==> config.mk <==
export PLATFORM = sky130hd
export DESIGN_NAME = pmod_decoder
export DESIGN_NICKNAME = d
export VERILOG_FILES = /design/src/pmod_pkg.sv /design/src/pmod_decoder.sv
export VERILOG_INCLUDE_DIRS = /design/src
export SDC_FILE = /design/constraint.sdc
export NUM_CORES = 1
export LEC_CHECK = 0
export ABC_CLOCK_PERIOD_IN_PS = 6400
export BUFFER_PORTS_ARGS = -buffer_cell sky130_fd_sc_hd__buf_2
export CAP_MARGIN = 20
export CORE_UTILIZATION = 40
export DETAILED_ROUTE_END_ITERATION = 10
export GPL_TIMING_DRIVEN = 0
export PLACE_DENSITY = 0.68
export SLEW_MARGIN = 20
export SYNTH_ARGS = -nofsm -noshare
export SYNTH_HDL_FRONTEND = slang
export SYNTH_SLANG_ARGS = --single-unit
==> constraint.sdc <==
create_clock -name ref_clk -period 6.4 [get_ports ref_clk]
set_clock_uncertainty 0.1 [all_clocks]
set_input_delay 0.32 -clock ref_clk [delete_from_list [all_inputs] [get_ports ref_clk]]
set_output_delay 0.32 -clock ref_clk [all_outputs]
set_load 0.01 [all_outputs]
==> src/pmod_consts.svh <==
// Constants for the paged memory overlay decoder.
`ifndef PMOD_CONSTS_SVH
`define PMOD_CONSTS_SVH
`define PMOD_PWIN_BASE 16'h8000
`define PMOD_PWIN_LAST 16'hbfff
`define PMOD_UNPAGED_BASE 16'hc000
`define PMOD_DBG_ROM_BASE 16'hff20
`define PMOD_DBG_ROM_LAST 16'hffff
`define PMOD_DBG_REG_BASE 16'hff00
`define PMOD_DBG_REG_LAST 16'hff06
`define PMOD_REG_BASE_RST 16'h0000
`define PMOD_REG_SIZE 16'h0400
`define PMOD_VEC_BASE 16'hff80
`define PMOD_RAM_BASE_RST 16'h0800
`define PMOD_RAM_SIZE 16'h0400
`define PMOD_EE_BASE_RST 16'h1000
`define PMOD_EE_SIZE 16'h1000
`define PMOD_FL_BASE_RST 16'hc000
`define PMOD_FL_SIZE 16'h4000
`define PMOD_DWIN_BASE_RST 16'h7000
`define PMOD_DWIN_MASK_RST 16'hf000
`define PMOD_EWIN_BASE_RST 16'h0000
`define PMOD_EWIN_MASK_RST 16'hfc00
`define PMOD_PAGE_RST 8'h00
`define PMOD_CFG_PROGRAM_PAGE_SELECT 4'h0
`define PMOD_CFG_DATA_PAGE_SELECT 4'h1
`define PMOD_CFG_EXTRA_PAGE_SELECT 4'h2
`define PMOD_CFG_WIN_EN 4'h3
`define PMOD_CFG_REG_BASE 4'h4
`define PMOD_CFG_RAM_BASE 4'h5
`define PMOD_CFG_EE_BASE 4'h6
`define PMOD_CFG_FL_BASE 4'h7
`define PMOD_CFG_DWIN_BASE 4'h8
`define PMOD_CFG_DWIN_MASK 4'h9
`define PMOD_CFG_EWIN_BASE 4'ha
`define PMOD_CFG_EWIN_MASK 4'hb
`endif

==> src/pmod_pkg.sv <==
// Types for the paged memory overlay decoder.
package pmod_pkg;
  typedef enum logic [2:0] {
    pmod_sel_none,
    pmod_sel_regs,
    pmod_sel_vec_dbg,
    pmod_sel_ram,
    pmod_sel_eeprom,
    pmod_sel_flash,
    pmod_sel_window
  } pmod_sel_t;
endpackage

==> src/pmod_decoder.sv <==
// Paged memory overlay decoder: resource selects and expanded address.
// Function
// - One flat 64-Kbyte processor address space
// - Resources reset to default, software-relocatable bases
// - Full variant has program, data, extra windows
// - Program window fixed at 0x8000 to 0xBFFF
// - Data and extra windows configurable size, base
// - Page register picks one page per window
// - Reduced variant: program window, six-bit page
// - Data, extra pages written by ordinary accesses
// - Paged call and return write program page
// - Top block 0xC000 to 0xFFFF never paged
// - Fixed priority picks at most one resource
// - Debug ROM at 0xFF20 while debug active
// - Debug registers at 0xFF00 to 0xFF06 in debug
// - Debug resources absent during normal execution
// - Program window drives page on high lines
// - Outside enabled windows high lines driven one
// - Window enables reset cleared, gate translation
`timescale 1ns/100ps
`include "pmod_consts.svh"
module pmod_decoder #(
  parameter int FULL_VARIANT = 1,
  parameter int PAGE_W = 8,
  parameter int XADDR_W = 22
) (
  input wire logic ref_clk,
  input wire logic reset_n,
  input wire logic [15:0] cpu_addr,
  input wire logic cpu_access,
  input wire logic cpu_write,
  input wire logic [15:0] cpu_wdata,
  input wire logic cfg_write,
  input wire logic [3:0] cfg_index,
  input wire logic [15:0] cfg_wdata,
  input wire logic call_page_write,
  input wire logic [7:0] call_page_value,
  input wire logic [15:0] data_page_select_reg_addr,
  input wire logic [15:0] extra_page_select_reg_addr,
  input wire logic background_debug_mode_enabled,
  input wire logic background_debug_mode_active,
  output pmod_pkg::pmod_sel_t resource_sel_q,
  output logic debug_reg_sel_q,
  output logic [XADDR_W-1:0] ext_addr_q,
  output logic [7:0] program_page_select_q,
  output logic [7:0] data_page_select_q,
  output logic [7:0] extra_page_select_q,
  output logic [2:0] window_enable_q
);
  localparam int PW = (FULL_VARIANT != 0) ? PAGE_W : 6;
  localparam logic [7:0] PMASK = 8'((1 << PW) - 1);

  ////////////////////////////////////////////////////////////////////////////
  logic [7:0] program_page_select_d, data_page_select_d, extra_page_select_d;
  logic [2:0] wen_d;
  logic [15:0] reg_base_q, ram_base_q, ee_base_q, fl_base_q;
  logic [15:0] dwin_base_q, dwin_mask_q, ewin_base_q, ewin_mask_q;
  logic [15:0] reg_base_d, ram_base_d, ee_base_d, fl_base_d;
  logic [15:0] dwin_base_d, dwin_mask_d, ewin_base_d, ewin_mask_d;

  always_comb begin
    program_page_select_d = program_page_select_q;
    data_page_select_d = data_page_select_q;
    extra_page_select_d = extra_page_select_q;
    wen_d = window_enable_q;
    reg_base_d = reg_base_q;
    ram_base_d = ram_base_q;
    ee_base_d = ee_base_q;
    fl_base_d = fl_base_q;
    dwin_base_d = dwin_base_q;
    dwin_mask_d = dwin_mask_q;
    ewin_base_d = ewin_base_q;
    ewin_mask_d = ewin_mask_q;
    if (cfg_write) begin
      case (cfg_index)
        `PMOD_CFG_PROGRAM_PAGE_SELECT: program_page_select_d = cfg_wdata[7:0] & PMASK;
        `PMOD_CFG_DATA_PAGE_SELECT: data_page_select_d = cfg_wdata[7:0];
        `PMOD_CFG_EXTRA_PAGE_SELECT: extra_page_select_d = cfg_wdata[7:0];
        `PMOD_CFG_WIN_EN: wen_d = cfg_wdata[2:0];
        `PMOD_CFG_REG_BASE: reg_base_d = cfg_wdata;
        `PMOD_CFG_RAM_BASE: ram_base_d = cfg_wdata;
        `PMOD_CFG_EE_BASE: ee_base_d = cfg_wdata;
        `PMOD_CFG_FL_BASE: fl_base_d = cfg_wdata;
        `PMOD_CFG_DWIN_BASE: dwin_base_d = cfg_wdata;
        `PMOD_CFG_DWIN_MASK: dwin_mask_d = cfg_wdata;
        `PMOD_CFG_EWIN_BASE: ewin_base_d = cfg_wdata;
        `PMOD_CFG_EWIN_MASK: ewin_mask_d = cfg_wdata;
        default: ;
      endcase
    end
    // Ordinary writes page data and extra.
    if (cpu_access && cpu_write && FULL_VARIANT != 0) begin
      if (cpu_addr == data_page_select_reg_addr) data_page_select_d = cpu_wdata[7:0];
      if (cpu_addr == extra_page_select_reg_addr) extra_page_select_d = cpu_wdata[7:0];
    end
    // The call path wins over a same-cycle configuration write.
    // Paged call and return load page.
    if (call_page_write) program_page_select_d = call_page_value & PMASK;
    if (FULL_VARIANT == 0) begin
      data_page_select_d = `PMOD_PAGE_RST;
      extra_page_select_d = `PMOD_PAGE_RST;
      wen_d[2:1] = 2'h0;
    end
  end

  always_ff @(posedge ref_clk) begin
    if (!reset_n) begin
      program_page_select_q <= `PMOD_PAGE_RST;
      data_page_select_q <= `PMOD_PAGE_RST;
      extra_page_select_q <= `PMOD_PAGE_RST;
      window_enable_q <= 3'h0;
      reg_base_q <= `PMOD_REG_BASE_RST;
      ram_base_q <= `PMOD_RAM_BASE_RST;
      ee_base_q <= `PMOD_EE_BASE_RST;
      fl_base_q <= `PMOD_FL_BASE_RST;
      dwin_base_q <= `PMOD_DWIN_BASE_RST;
      dwin_mask_q <= `PMOD_DWIN_MASK_RST;
      ewin_base_q <= `PMOD_EWIN_BASE_RST;
      ewin_mask_q <= `PMOD_EWIN_MASK_RST;
    end else begin
      program_page_select_q <= program_page_select_d;
      data_page_select_q <= data_page_select_d;
      extra_page_select_q <= extra_page_select_d;
      window_enable_q <= wen_d;
      reg_base_q <= reg_base_d;
      ram_base_q <= ram_base_d;
      ee_base_q <= ee_base_d;
      fl_base_q <= fl_base_d;
      dwin_base_q <= dwin_base_d;
      dwin_mask_q <= dwin_mask_d;
      ewin_base_q <= ewin_base_d;
      ewin_mask_q <= ewin_mask_d;
    end
  end

  ////////////////////////////////////////////////////////////////////////////
  pmod_pkg::pmod_sel_t sel_d;
  logic dbg_reg_d;
  logic [XADDR_W-1:0] xaddr_d;
  logic dbg_on, hit_p, hit_d, hit_e;
  logic [15:0] off_reg, off_ram, off_ee, off_fl;
  logic [4:0] dshift, eshift;

  always_comb begin
    // Offsets wrap within the 16-bit space.
    off_reg = cpu_addr - reg_base_q;
    off_ram = cpu_addr - ram_base_q;
    off_ee = cpu_addr - ee_base_q;
    off_fl = cpu_addr - fl_base_q;
    // Page sits above offset bits.
    // Wide windows leave fewer lines for the page, so high pages alias.
    dshift = 5'h00;
    eshift = 5'h00;
    for (int b = 0; b < 16; b++) begin
      dshift = dshift + 5'(!dwin_mask_q[b]);
      eshift = eshift + 5'(!ewin_mask_q[b]);
    end
    dbg_on = background_debug_mode_enabled && background_debug_mode_active;
    hit_p = window_enable_q[0] && cpu_addr >= `PMOD_PWIN_BASE && cpu_addr <= `PMOD_PWIN_LAST;
    hit_d = window_enable_q[1] && ((cpu_addr & dwin_mask_q) == (dwin_base_q & dwin_mask_q));
    hit_e = window_enable_q[2] && ((cpu_addr & ewin_mask_q) == (ewin_base_q & ewin_mask_q));
    if (cpu_addr >= `PMOD_UNPAGED_BASE) begin
      hit_d = 1'b0;
      hit_e = 1'b0;
    end
    dbg_reg_d = dbg_on && cpu_addr >= `PMOD_DBG_REG_BASE && cpu_addr <= `PMOD_DBG_REG_LAST;
    if (off_reg < `PMOD_REG_SIZE || dbg_reg_d)
      sel_d = pmod_pkg::pmod_sel_regs;
    else if ((dbg_on && cpu_addr >= `PMOD_DBG_ROM_BASE) || (!dbg_on && cpu_addr >= `PMOD_VEC_BASE))
      sel_d = pmod_pkg::pmod_sel_vec_dbg;
    else if (off_ram < `PMOD_RAM_SIZE)
      sel_d = pmod_pkg::pmod_sel_ram;
    else if (off_ee < `PMOD_EE_SIZE)
      sel_d = pmod_pkg::pmod_sel_eeprom;
    else if (off_fl < `PMOD_FL_SIZE)
      sel_d = pmod_pkg::pmod_sel_flash;
    else if (hit_p || hit_d || hit_e)
      sel_d = pmod_pkg::pmod_sel_window;
    else
      sel_d = pmod_pkg::pmod_sel_none;
    xaddr_d = {XADDR_W{1'b1}};
    xaddr_d[15:0] = cpu_addr;
    // Program page on lines above bit 13.
    if (hit_p)
      xaddr_d = XADDR_W'({program_page_select_q & PMASK, cpu_addr[13:0]});
    // One page of data or extra window.
    else if (hit_d)
      xaddr_d = XADDR_W'((24'(data_page_select_q) << dshift) | 24'(cpu_addr & ~dwin_mask_q));
    else if (hit_e)
      xaddr_d = XADDR_W'((24'(extra_page_select_q) << eshift) | 24'(cpu_addr & ~ewin_mask_q));
    // A cycle without an access selects nothing.
    if (!cpu_access) sel_d = pmod_pkg::pmod_sel_none;
  end

  ////////////////////////////////////////////////////////////////////////////

  // Decode registered once per access cycle.
  always_ff @(posedge ref_clk) begin
    if (!reset_n) begin
      resource_sel_q <= pmod_pkg::pmod_sel_none;
      debug_reg_sel_q <= 1'b0;
      ext_addr_q <= {XADDR_W{1'b1}};
    end else begin
      resource_sel_q <= sel_d;
      debug_reg_sel_q <= dbg_reg_d && cpu_access;
      ext_addr_q <= xaddr_d;
    end
  end
endmodule

**After elaboration in Yosys (flattened, before gate mapping)**

Index checks and enable logic that the tools add are counted.

- Output and inout bits: 53
- Bits in read-only memories: 0
- Flip-flop bits (word level): 181
- Memories: 0
- RAM bits: 0
- Latch bits: 0

- Mux-type cells: 22
- Shift-type cells: 2
- Div/mod/pow operators: 0
- Magnitude comparators: 11
- Add/subtract/negate cells: 34
- Bitwise logic cells: 12
- Equal/unequal tests: 15
- $mul: 0
- Reductions and logical operators: 64

Operators by type and width:

| operator | number |
|---|---|
| 5-bit by 1-bit adder with 5-bit output | 22 |
| 8-bit 2-to-1 mux | 11 |
| 16-bit >= comparator, second input constant | 5 |
| 22-bit 2-to-1 mux | 3 |
| 16-bit bitwise AND | 4 |
| 16-bit == test | 4 |
| 16-bit subtractor | 4 |
| 16-bit by 22-bit bitwise AND with 22-bit output | 2 |
| 16-bit inverter with 22-bit output | 2 |
| 22-bit bitwise OR | 2 |
| 8-bit by 5-bit left shift with 22-bit output | 2 |
| 1-bit logical NOT | 33 |
| 16-bit less-or-equal comparator, second input constant | 2 |
| 16-bit by 11-bit less-than comparator with 1-bit output, second input constant | 2 |
| 2-bit AND reduction | 11 |
| 4-bit by 3-bit == test with 1-bit output, second input constant | 4 |
| 4-bit == test, second input constant | 4 |
| 16-bit by 13-bit less-than comparator with 1-bit output, second input constant | 1 |
| 16-bit by 15-bit less-than comparator with 1-bit output, second input constant | 1 |
| 1-bit logical AND | 11 |
| 4-bit by 1-bit adder with 5-bit output | 2 |
| 3-bit 2-to-1 mux | 3 |
| 3-bit by 1-bit adder with 4-bit output | 2 |
| 4-bit by 2-bit == test with 1-bit output, second input constant | 2 |
| 11 further kinds | 21 |

**Logic depth before layout (Yosys ltp)**

Gate-level depths: netlist of run 1.

- Depth in word-level cells: 21
- Mapped depth: 18

**Worst setup path before layout of run 1**

OpenSTA, ideal clock, no wires.

- Kind: register to register
- Start: register ewin_mask_q[0]
- End: register ext_addr_q[13]
- Period minus slack after synthesis: 4.663 ns
- Path buffers: 1
- Required time: 6.163 ns
- Slack: 1.737 ns
- Cell stages (with the launch flop): 17
- Arrival: 4.426 ns
- Library setup time: 0.137 ns
- Path through: dfxtp_1 > inv_1 > fa_1 > inv_1 > fa_1 > fa_1 > inv_1 > fa_1 > ha_1 > fa_1 > clkbuf_1 > mux2i_1 > nand2_1 > o31ai_1 > a32o_1 > o32ai_1 > nand3_1

- Longest elaborated chain between the ends: 21
- Elaborated cells between the ends (all ways): 26
- Those cells by class: 15 x add/sub; 1 x eq/ne; 1 x shift; 4 x mux; 3 x bitwise; 2 x reduce/logical

Ends and longest elaborated chain:

| element | RTL line | text |
|---|---|---|
| from (decl) | pmod_decoder.sv:57 | `logic [15:0] dwin_base_q, dwin_mask_q, ewin_base_q, ewin_mask_q;` |
| from (signal assigned) | pmod_decoder.sv:119 | `` ewin_mask_q <= `PMOD_EWIN_MASK_RST; `` |
| from (signal assigned) | pmod_decoder.sv:132 | `ewin_mask_q <= ewin_mask_d;` |
| 1-bit logical NOT | pmod_decoder.sv:156 | `eshift = eshift + 5'(!ewin_mask_q[b]);` |
| 1-bit by 1-bit adder with 2-bit output | pmod_decoder.sv:156 |  |
| 2-bit by 1-bit adder with 3-bit output | pmod_decoder.sv:156 |  |
| 3-bit by 1-bit adder with 4-bit output | pmod_decoder.sv:156 |  |
| 4-bit by 1-bit adder with 5-bit output | pmod_decoder.sv:156 |  |
| 5-bit by 1-bit adder with 5-bit output (11 in a row) | pmod_decoder.sv:156 |  |
| 8-bit by 5-bit left shift with 22-bit output | pmod_decoder.sv:190 | `xaddr_d = XADDR_W'((24'(extra_page_select_q) << eshift) \| 24'(cpu_addr & ~ewin_mask_q));` |
| 22-bit bitwise OR | pmod_decoder.sv:190 |  |
| 22-bit 2-to-1 mux (*) | pmod_decoder.sv:189 | `else if (hit_e)` |
| 22-bit 2-to-1 mux (*) | pmod_decoder.sv:187 | `else if (hit_d)` |
| 22-bit 2-to-1 mux (*) | pmod_decoder.sv:184 | `if (hit_p)` |
| to (signal assigned) | pmod_decoder.sv:202 | `ext_addr_q <= {XADDR_W{1'b1}};` |
| to (signal assigned) | pmod_decoder.sv:206 | `ext_addr_q <= xaddr_d;` |
| to (decl) | pmod_decoder.sv:44 | `output logic [XADDR_W-1:0] ext_addr_q,` |

Every way passes the cells marked *; elsewhere a longest branch is shown, timed or not.
A chain may end at the register's enable or synchronous reset.

**Worst setup path after layout of run 1**

- Start: register ewin_mask_q[0]
- End: register ext_addr_q[14]

Same word-level chain as after synthesis.

==> flow_summary.ini, run 1 <==
[pwr]
power.ir.vdd_worst_uv = 187.5
cellPowerDensity_mw_per_mm2 = 216.7
cellInternalPower_uw = 1993
comb_power_share = 0.219
cellLeakagePower_uw = 0.005390
clock_power_share = 0.393
power_switching_uw = 1003
power_frac_seq = 0.388
power.share.switching = 0.3347

[grt]
tot_gr_track_use = 0.2866
global_route_wire_length_before_repair_um = 65310
grt_pass1_vias = 10910
grt_max_degree = 21
number_of_antenna_violations_at_the_first_check_in_global_routing = 2
grt_overflow = 0

[logic_synthesis]
synth_area_mm2 = 0.01201
mappedNetlistNets = 1684
synthDominantAreaCellType = dfxtp_1
synthMostInstantiatedCell = nand2_1
yosys_warnings = 0
synth_seq_cells = 181
synth_largest_type_area_fraction = 0.3018
top_flip_flop_cell_by_instance_count_after_synthesis = dfxtp_1
synth_cells = 1498
number_of_synthesized_flops_with_an_enable_pin = 0
syn_area_per_cell_um2 = 8.015
synth_common_cells = nand2_1 (338), dfxtp_1 (181), a21boi_0 (112), inv_1 (109), ha_1 (66)
yosysSeqAreaShare = 0.3018
post_synth_num_cell_types = 68
synth_async_sr_flop_share = 0
synth_top_cells_by_area = dfxtp_1 (30%), nand2_1 (11%), a21boi_0 (7.0%)

[routing]
via_count = 11510
drcViolationCount = 0
drt_pre_antenna_iters = 6
route.detailed.vias_per_inst = 5.602
first_iter_violations = 953
routed_wire_length_per_instance_um = 21.46
final_antenna_net_count = 0
route.final.wire_length_um = 44090

[final_layout]
synthToLayoutAreaGrowth_pct = 15.16
drive_gt1_frac = 0.1411
diodes = 0
fin_nets = 1838

[timing]
rsz0062_at_grt = false
max_freq_mhz = 185.5
fin_crit_share = 0.8422
report.final.hold_viol_count = 0
max_slew.worst_pin.slew_ps = 1213
final.hold.worst_slack_ps = 52.93
layout_min_cycle_time_ps = 5390
timing.final.setup_violations = 0
max-slew-margin-rel = 0.1911
fin_tns_setup_ps = 0
final_critical_path_setup_slack_ps = 1010
slew_violations = 0

[cts]
post_cts_resize_count = 0
cts_htree_levels = 4
clock_sink_count = 181
cts_made_buffers = 17
clock_tree.buffer_depth = 2
cts.clk_slew.worst_paths_ps = 80
post-cts-setup-buffer-count = 0
worst_skew_pair.late_latency_ps = 460
postCtsHoldBufs = 0
ctsRootBufferMaster = clkbuf_16
cts_tree = done

[worst_setup_path]
crit_start = ewin_mask_q[0]$_SDFFE_PN0P_
critPathBufInv = 4
crit_path_max_fanout = 10
timing.setup.critical_path_class = reg -> reg
critPathRequiredTime_ps = 6590
critPathMaxStageDelay_ps = 530
setup.worst_path.start_class = flip-flop
cell_by_cell_trace_of_the_critical_path = inv_1, fa_1, inv_1, fa_1, fa_1, inv_1, fa_1, ha_1, fa_1, xor2_1, clkbuf_1, a21oi_1, a32o_1, o31ai_1, o211ai_1
cpLargestDelayFamily = adder cells
cp-end-kind = flip-flop
r2r-start = ewin_mask_q[0]$_SDFFE_PN0P_
critical_path_arrival_ps = 5580
critical-path-slowest-cell = fa_1
crit_top_cell = fa_1

[worst_hold_path]
worst_hold_path_type = in -> reg
hp-start = cpu_wdata[3]

[die]
floorplan.die.width_um = 175.3
floorplan.die_area_mm2 = 0.03071
die_h_um = 175.3
initial_utilization = 0.4062
ioPinCount = 153
fp-row-count = 63
fp.coreArea_mm2 = 0.02956

[place]
post-dp-hpwl_um = 32870
gpl.final_weighted_congestion = 0.9600
port-buffer-count = 135
pre_cts_setup_slack_ps = 1046

[flow_run]
timing.max_cap.violations = 0

[outcome]
run_status = completed
final cells by class:
cell class / count / area (um^2)
plain buffers: 93 / 419.2
clock buffers: 17 / 425.4
clock inverters: 15 / 226.5
fillers: 2961 / 15730
inverters: 109 / 409.1
multi-input cells: 1115 / 7560
flip-flops and latches: 181 / 3623
well taps: 390 / 488.0
repair buffers: 135 / 675.6
logic make-up (layout without fill, tap and decap cells):
group | Yosys count | in the layout | synth area share
muxes | 75 | 75 | 0.06815
DFF | 181 | 181 | 0.3018
and+or+nand+nor | 546 | 546 | 0.2055
buffers and inverters | 202 | 369 | 0.06899
adders and majority gates | 86 | 86 | 0.1021
xor gates and xnor gates | 78 | 78 | 0.05690
AOI/OAI and AO/OA | 330 | 330 | 0.1965
final timing paths:
check	end	slack (ps)	cells after the start
hold / removal	extra_page_select_q[3]$_SDFF_PN0_	50	3
setup / recovery	ext_addr_q[14]$_SDFF_PN1_	1010	15
hold reg to reg	fl_base_q[6]$_SDFFE_PN0P_	370	2
setup reg to reg	ext_addr_q[14]$_SDFF_PN1_	1010	15
registers in the layout, indices dropped and copies added, names as in the netlist:
name,count
data_page_select_q,8
debug_reg_sel_q,1
dwin_base_q,16
dwin_mask_q,16
ee_base_q,16
ewin_base_q,16
ewin_mask_q,16
ext_addr_q,22
extra_page_select_q,8
fl_base_q,16
program_page_select_q,8
ram_base_q,16
reg_base_q,16
resource_sel_q,3
window_enable_q,3
per-layer routing:
layer	vias up	routed length [um]	GRT usage
met5	-	8	0
met4	2	2183	0.1446
met3	107	3111	0.04589
met2	498	19970	0.4656
met1	5475	18820	0.3677
li1	5431	-	-
cells in the final DEF, fill, tap and decap left out, types with 4 or more instances in the layout:
cell type,instances
a221o_1,4
mux2_2,24
xnor2_1,31
a21oi_1,34
clkbuf_16,17
a21boi_0,112
ha_1,66
o21ai_1,5
a21o_1,14
mux2i_1,48
or3_1,4
a211o_1,7
a211oi_1,6
inv_1,109
o31ai_1,5
nor3_1,20
clkinv_8,5
nand3_1,43
nand2b_1,15
clkbuf_1,59
a31oi_1,10
o21ai_0,37
and3_1,10
buf_4,4
nor2_1,35
o221ai_1,9
nand2_1,338
o21a_1,9
a22oi_1,22
dfxtp_1,181
nand4_1,18
xor2_1,47
fa_1,20
and2_1,13
nor2b_1,28
o211ai_1,21
buf_2,155
clkbuf_2,6
nor4_1,5
a221oi_1,12
power groups by stage:
stage,Sequential (uW),Clock [uW],Combinational [uW]
after global routing,1160,1220,710
after global placement,1190,0,636
after floorplan,1190,0,425
final,1160,1180,655
after detailed placement,1190,0,644
after CTS,1160,1170,646
worst reg2reg max path, cell delays in order (launching register included):
cell and delay [ps]:
dfxtp_1 410, inv_1 90, fa_1 530, inv_1 50, fa_1 470, fa_1 510, inv_1 50, fa_1 430
ha_1 210, fa_1 440, xor2_1 440, clkbuf_1 410, a21oi_1 180, a32o_1 300, o31ai_1 490, o211ai_1 130
stage by stage:
stage	instances	utilization	instance area (um^2)	power [uW]
6_report	2055	0.4678	13830	2996
5_1_grt	2055	0.4678	13830	3094
4_1_cts	2055	0.4676	13820	2983
3_5_place_dp	2023	0.4455	13170	1833
3_3_place_gp	2023	0.4455	13170	1824
2_1_floorplan	1498	-	12010	1615
(Power assumes the default switching activity.)
==> run 2: changes to the inputs <==
--- a/config.mk
+++ b/config.mk
@@ -6,13 +6,14 @@
 export SDC_FILE = /design/constraint.sdc
 export NUM_CORES = 1
 export LEC_CHECK = 0
-export ABC_CLOCK_PERIOD_IN_PS = 6400
+export ABC_AREA = 1
+export ABC_CLOCK_PERIOD_IN_PS = 4300
 export BUFFER_PORTS_ARGS = -buffer_cell sky130_fd_sc_hd__buf_2
 export CAP_MARGIN = 20
 export CORE_UTILIZATION = 40
 export DETAILED_ROUTE_END_ITERATION = 10
 export GPL_TIMING_DRIVEN = 0
-export PLACE_DENSITY = 0.68
+export PLACE_DENSITY = 0.7
 export SLEW_MARGIN = 20
 export SYNTH_ARGS = -nofsm -noshare
 export SYNTH_HDL_FRONTEND = slang
==> constraint.sdc (replaced) <==
create_clock -name ref_clk -period 4.3 [get_ports ref_clk]
set_clock_uncertainty 0.1 [all_clocks]
set_input_delay 0.215 -clock ref_clk [delete_from_list [all_inputs] [get_ports ref_clk]]
set_output_delay 0.215 -clock ref_clk [all_outputs]
set_load 0.01 [all_outputs]
==> run 2 against run 1 <==
  * The flow now finishes with violations (setup timing)
  * Combinational power rose to 3.1 times the previous value
  * Maximum frequency up 16%
  * Sequential power up 51%
  * Clock-buffer cell count grew 3
  * Worst setup slack worse by 1400 ps
  * Hold slack got worse by 44 ps
==> flow_summary.ini, run 2 <==
[final_layout]
synthToLayoutAreaGrowth_pct = 20.65
layout_common_cells = nand2_1 (483), inv_1 (266), a21oi_1 (189)
fin_nets = 2371
ff_latch_area_mm2 = 0.003630
diodes = 0
drive_gt1_frac = 0.1620
layout.cells.most_common = nand2_1
number_of_flip_flops_under_the_largest_register_name = 22
nFillCells = 3131
registers.top_by_ff_count = ext_addr_q
utilization = 0.4958
final_cell_area_mm2 = 0.01532
finish.cell_count_without_fillers = 2594
area_taken_by_multi_input_logic_gates_mm2 = 0.007936

[logic_synthesis]
synth_largest_type_area_fraction = 0.2853
synth_top_cells_by_area = dfxtp_1 (29%), nand2_1 (15%), o21ai_0 (8.3%)
yosys_warnings = 0
yosys.area_share.adder = 0.09654
synth_async_sr_flop_share = 0
synth_seq_cells = 181
post_synth_mux_area_share = 0.001576
mappedNetlistNets = 2164
synthMostInstantiatedCell = nand2_1
synth_compound_gate_area_share = 0.2068
top_flip_flop_cell_by_instance_count_after_synthesis = dfxtp_1
number_of_synthesized_flops_with_an_enable_pin = 0
post_synth_num_cell_types = 55
synth_top_family_by_area = simple AND/OR/NAND/NOR gates
synthDominantAreaCellType = dfxtp_1
yosysSeqAreaShare = 0.2853
synth_area_mm2 = 0.01270
post_synth_xor_area_fraction = 0.02187
synth_common_cells = nand2_1 (497), inv_1 (278), o21ai_0 (211), a21oi_1 (195), dfxtp_1 (181)
synth_cells = 1978
simple_gate_share_of_the_synthesized_area = 0.2692
syn_area_per_cell_um2 = 6.421

[routing]
drcViolationCount = 0
route.detailed.vias_per_inst = 5.476
drt_pre_antenna_iters = 7
final_antenna_net_count = 0
first_iter_violations = 1680
routed_wire_length_per_instance_um = 18.51
route.final.wire_length_um = 48020
via_count = 14210

[die]
fp-row-count = 64
floorplan.die.width_um = 180.2
die_h_um = 180.2
ioPinCount = 153
floorplan.die_area_mm2 = 0.03247
fp.coreArea_mm2 = 0.03091
initial_utilization = 0.4109

[grt]
grt_use_met1 = 0.3983
global_route_wire_length_before_repair_um = 73150
grt.busiest_layer = met2
grt_max_degree = 17
grt_overflow = 0
tot_gr_track_use = 0.2914
number_of_antenna_violations_at_the_first_check_in_global_routing = 0
grtUsageMet2 = 0.4580
grt_pass1_vias = 12910
gr_util_met3 = 0.05659

[cts]
ctsRootBufferMaster = clkbuf_16
clock_tree.buffer_depth = 2
clock_sink_count = 181
worst_skew_pair.late_latency_ps = 440
cts_tree = done
cts_htree_levels = 4
cts_made_buffers = 17
cts.clk_slew.worst_paths_ps = 80

[place]
port-buffer-count = 140
pre_cts_setup_slack_ps = -677.1
gpl.final_weighted_congestion = 0.9636
post-dp-hpwl_um = 35530
post-place-cells = 2514
post_dp_cell_area_mm2 = 0.01390

[outcome]
violations = setup timing
run_status = finished, violations left

[pwr]
cellLeakagePower_uw = 0.007250
power.ir.vdd_worst_uv = 302.1
cellPowerDensity_mw_per_mm2 = 354.3
report.power.total_uw = 5429

[worst_setup_path]
crit_path_max_fanout = 5
cp-end-kind = flip-flop
critPathRequiredTime_ps = 4530
cpLargestDelayFamily = adder cells
r2r.worst_path.cells = 19
cell_by_cell_trace_of_the_critical_path = inv_2, fa_1, fa_1, inv_1, fa_1, inv_1, fa_1, ha_2, fa_2, buf_4, clkbuf_8, o21ai_2, nand2_1, o211ai_1, a22oi_2, nor2_1, nor2_1, nand2_1, nand2_2
critical_path_arrival_ps = 4890
critPathBufInv = 5
critical-path-slowest-cell = fa_2
crit_top_cell = fa_1
crit_start = dwin_mask_q[15]$_SDFFE_PN1P_
setup.worst_path.start_class = flip-flop
r2r-start = dwin_mask_q[15]$_SDFFE_PN1P_
worst-r2r-setup-slack_ps = -370
timing.setup.critical_path_class = reg -> reg
critPathMaxStageDelay_ps = 530
worst_r2r_endpoint = ext_addr_q[8]$_SDFF_PN1_

[timing]
max-slew-margin-rel = 0.4819
layout_min_cycle_time_ps = 4666
report.final.hold_viol_count = 0
rsz0062_at_grt = true
max_freq_mhz = 214.3
max_slew.worst_pin.slew_ps = 774.3
fin_crit_share = 1.085
timing.final.setup_violations = 22
final_critical_path_setup_slack_ps = -365.6
slew_violations = 0

[worst_hold_path]
hp-start = cfg_index[2]
hold_path_depth = 4
worst_hold_path_type = in -> reg
hold_path_end = window_enable_q[2]$_SDFFE_PN0P_

[flow_run]
timing.max_cap.violations = 0
==> run 2: through the flow <==
| step | hold slack [ps] | TNS (ps) |
|---|---|---|
| final | 8.743 | -5801 |
| after global routing | 26.17 | -8277 |
| after CTS | 4.080 | -2724 |
| after detailed placement | 351.7 | -9906 |
| after global placement | 346.3 | -9060 |
| after floorplan | 241.3 | 0 |
==> run 2: routing by layer <==
layer / vias to the layer above / wire length, um
met5: - / 0
met4: 0 / 1353
met3: 97 / 4614
met2: 718 / 21240
met1: 6551 / 20800
li1: 6839 / -
==> run 2: worst reg2reg max path, delay by kind of cell (launching register included) <==
kind	cells	cell delay (ps)
adder cells (fa/ha/maj)	6	2680
buffers and inverters	5	510
AND/OR/NAND/NOR	5	470
AO/OA/AOI/OAI	3	410
flip-flops	1	380
==> run 2: where the power goes <==
part           leakage [uW]  switching (uW)  total, uW  internal, uW
clock network      0.000293             735       1620           887
logic               0.00548            1270       2060           788
registers           0.00147            27.7       1750          1720
==> run 2: what timing repair did <==
action | in CTS | in global routing
setup buffers | 16 | 7
hold buffers | 24 | 0
endpoints found under the hold margin | 26 | 0
cloned | 1 | 0
pin swaps | 46 | 12
endpoints found under the setup margin | 22 | 22
gates resized for setup | 128 | 29
==> run 2: area by class of cell <==
class,count,area share
buffer,78,0.02833
clock buffer,20,0.02915
clock inverter,12,0.009227
inverter,294,0.07234
multi-input combinational,1425,0.5179
sequential,181,0.2369
tap,396,0.03233
timing repair buffer,188,0.07381
==> run 2: worst max-delay path by stage <==
stage	endpoint	slack, ps	depth (start not counted)
after floorplan	ext_addr_q[7]$_SDFF_PN1_	20	16
after global placement	ext_addr_q[17]$_SDFF_PN1_	-660	16
after detailed placement	ext_addr_q[17]$_SDFF_PN1_	-680	16
after CTS	ext_addr_q[9]$_SDFF_PN1_	-220	19
after global routing	ext_addr_q[10]$_SDFF_PN1_	-480	20
final	ext_addr_q[8]$_SDFF_PN1_	-370	19
==> run 2: cell families (layout without fill, tap and decap cells) <==
| logic type | after synthesis | count (layout) |
|---|---|---|
| mux | 2 | 2 |
| flops | 181 | 181 |
| xor+xnor | 30 | 30 |
| compound gates | 485 | 485 |
| simple gates | 822 | 822 |
| buf+inv | 372 | 592 |
| fa+ha+maj | 86 | 86 |
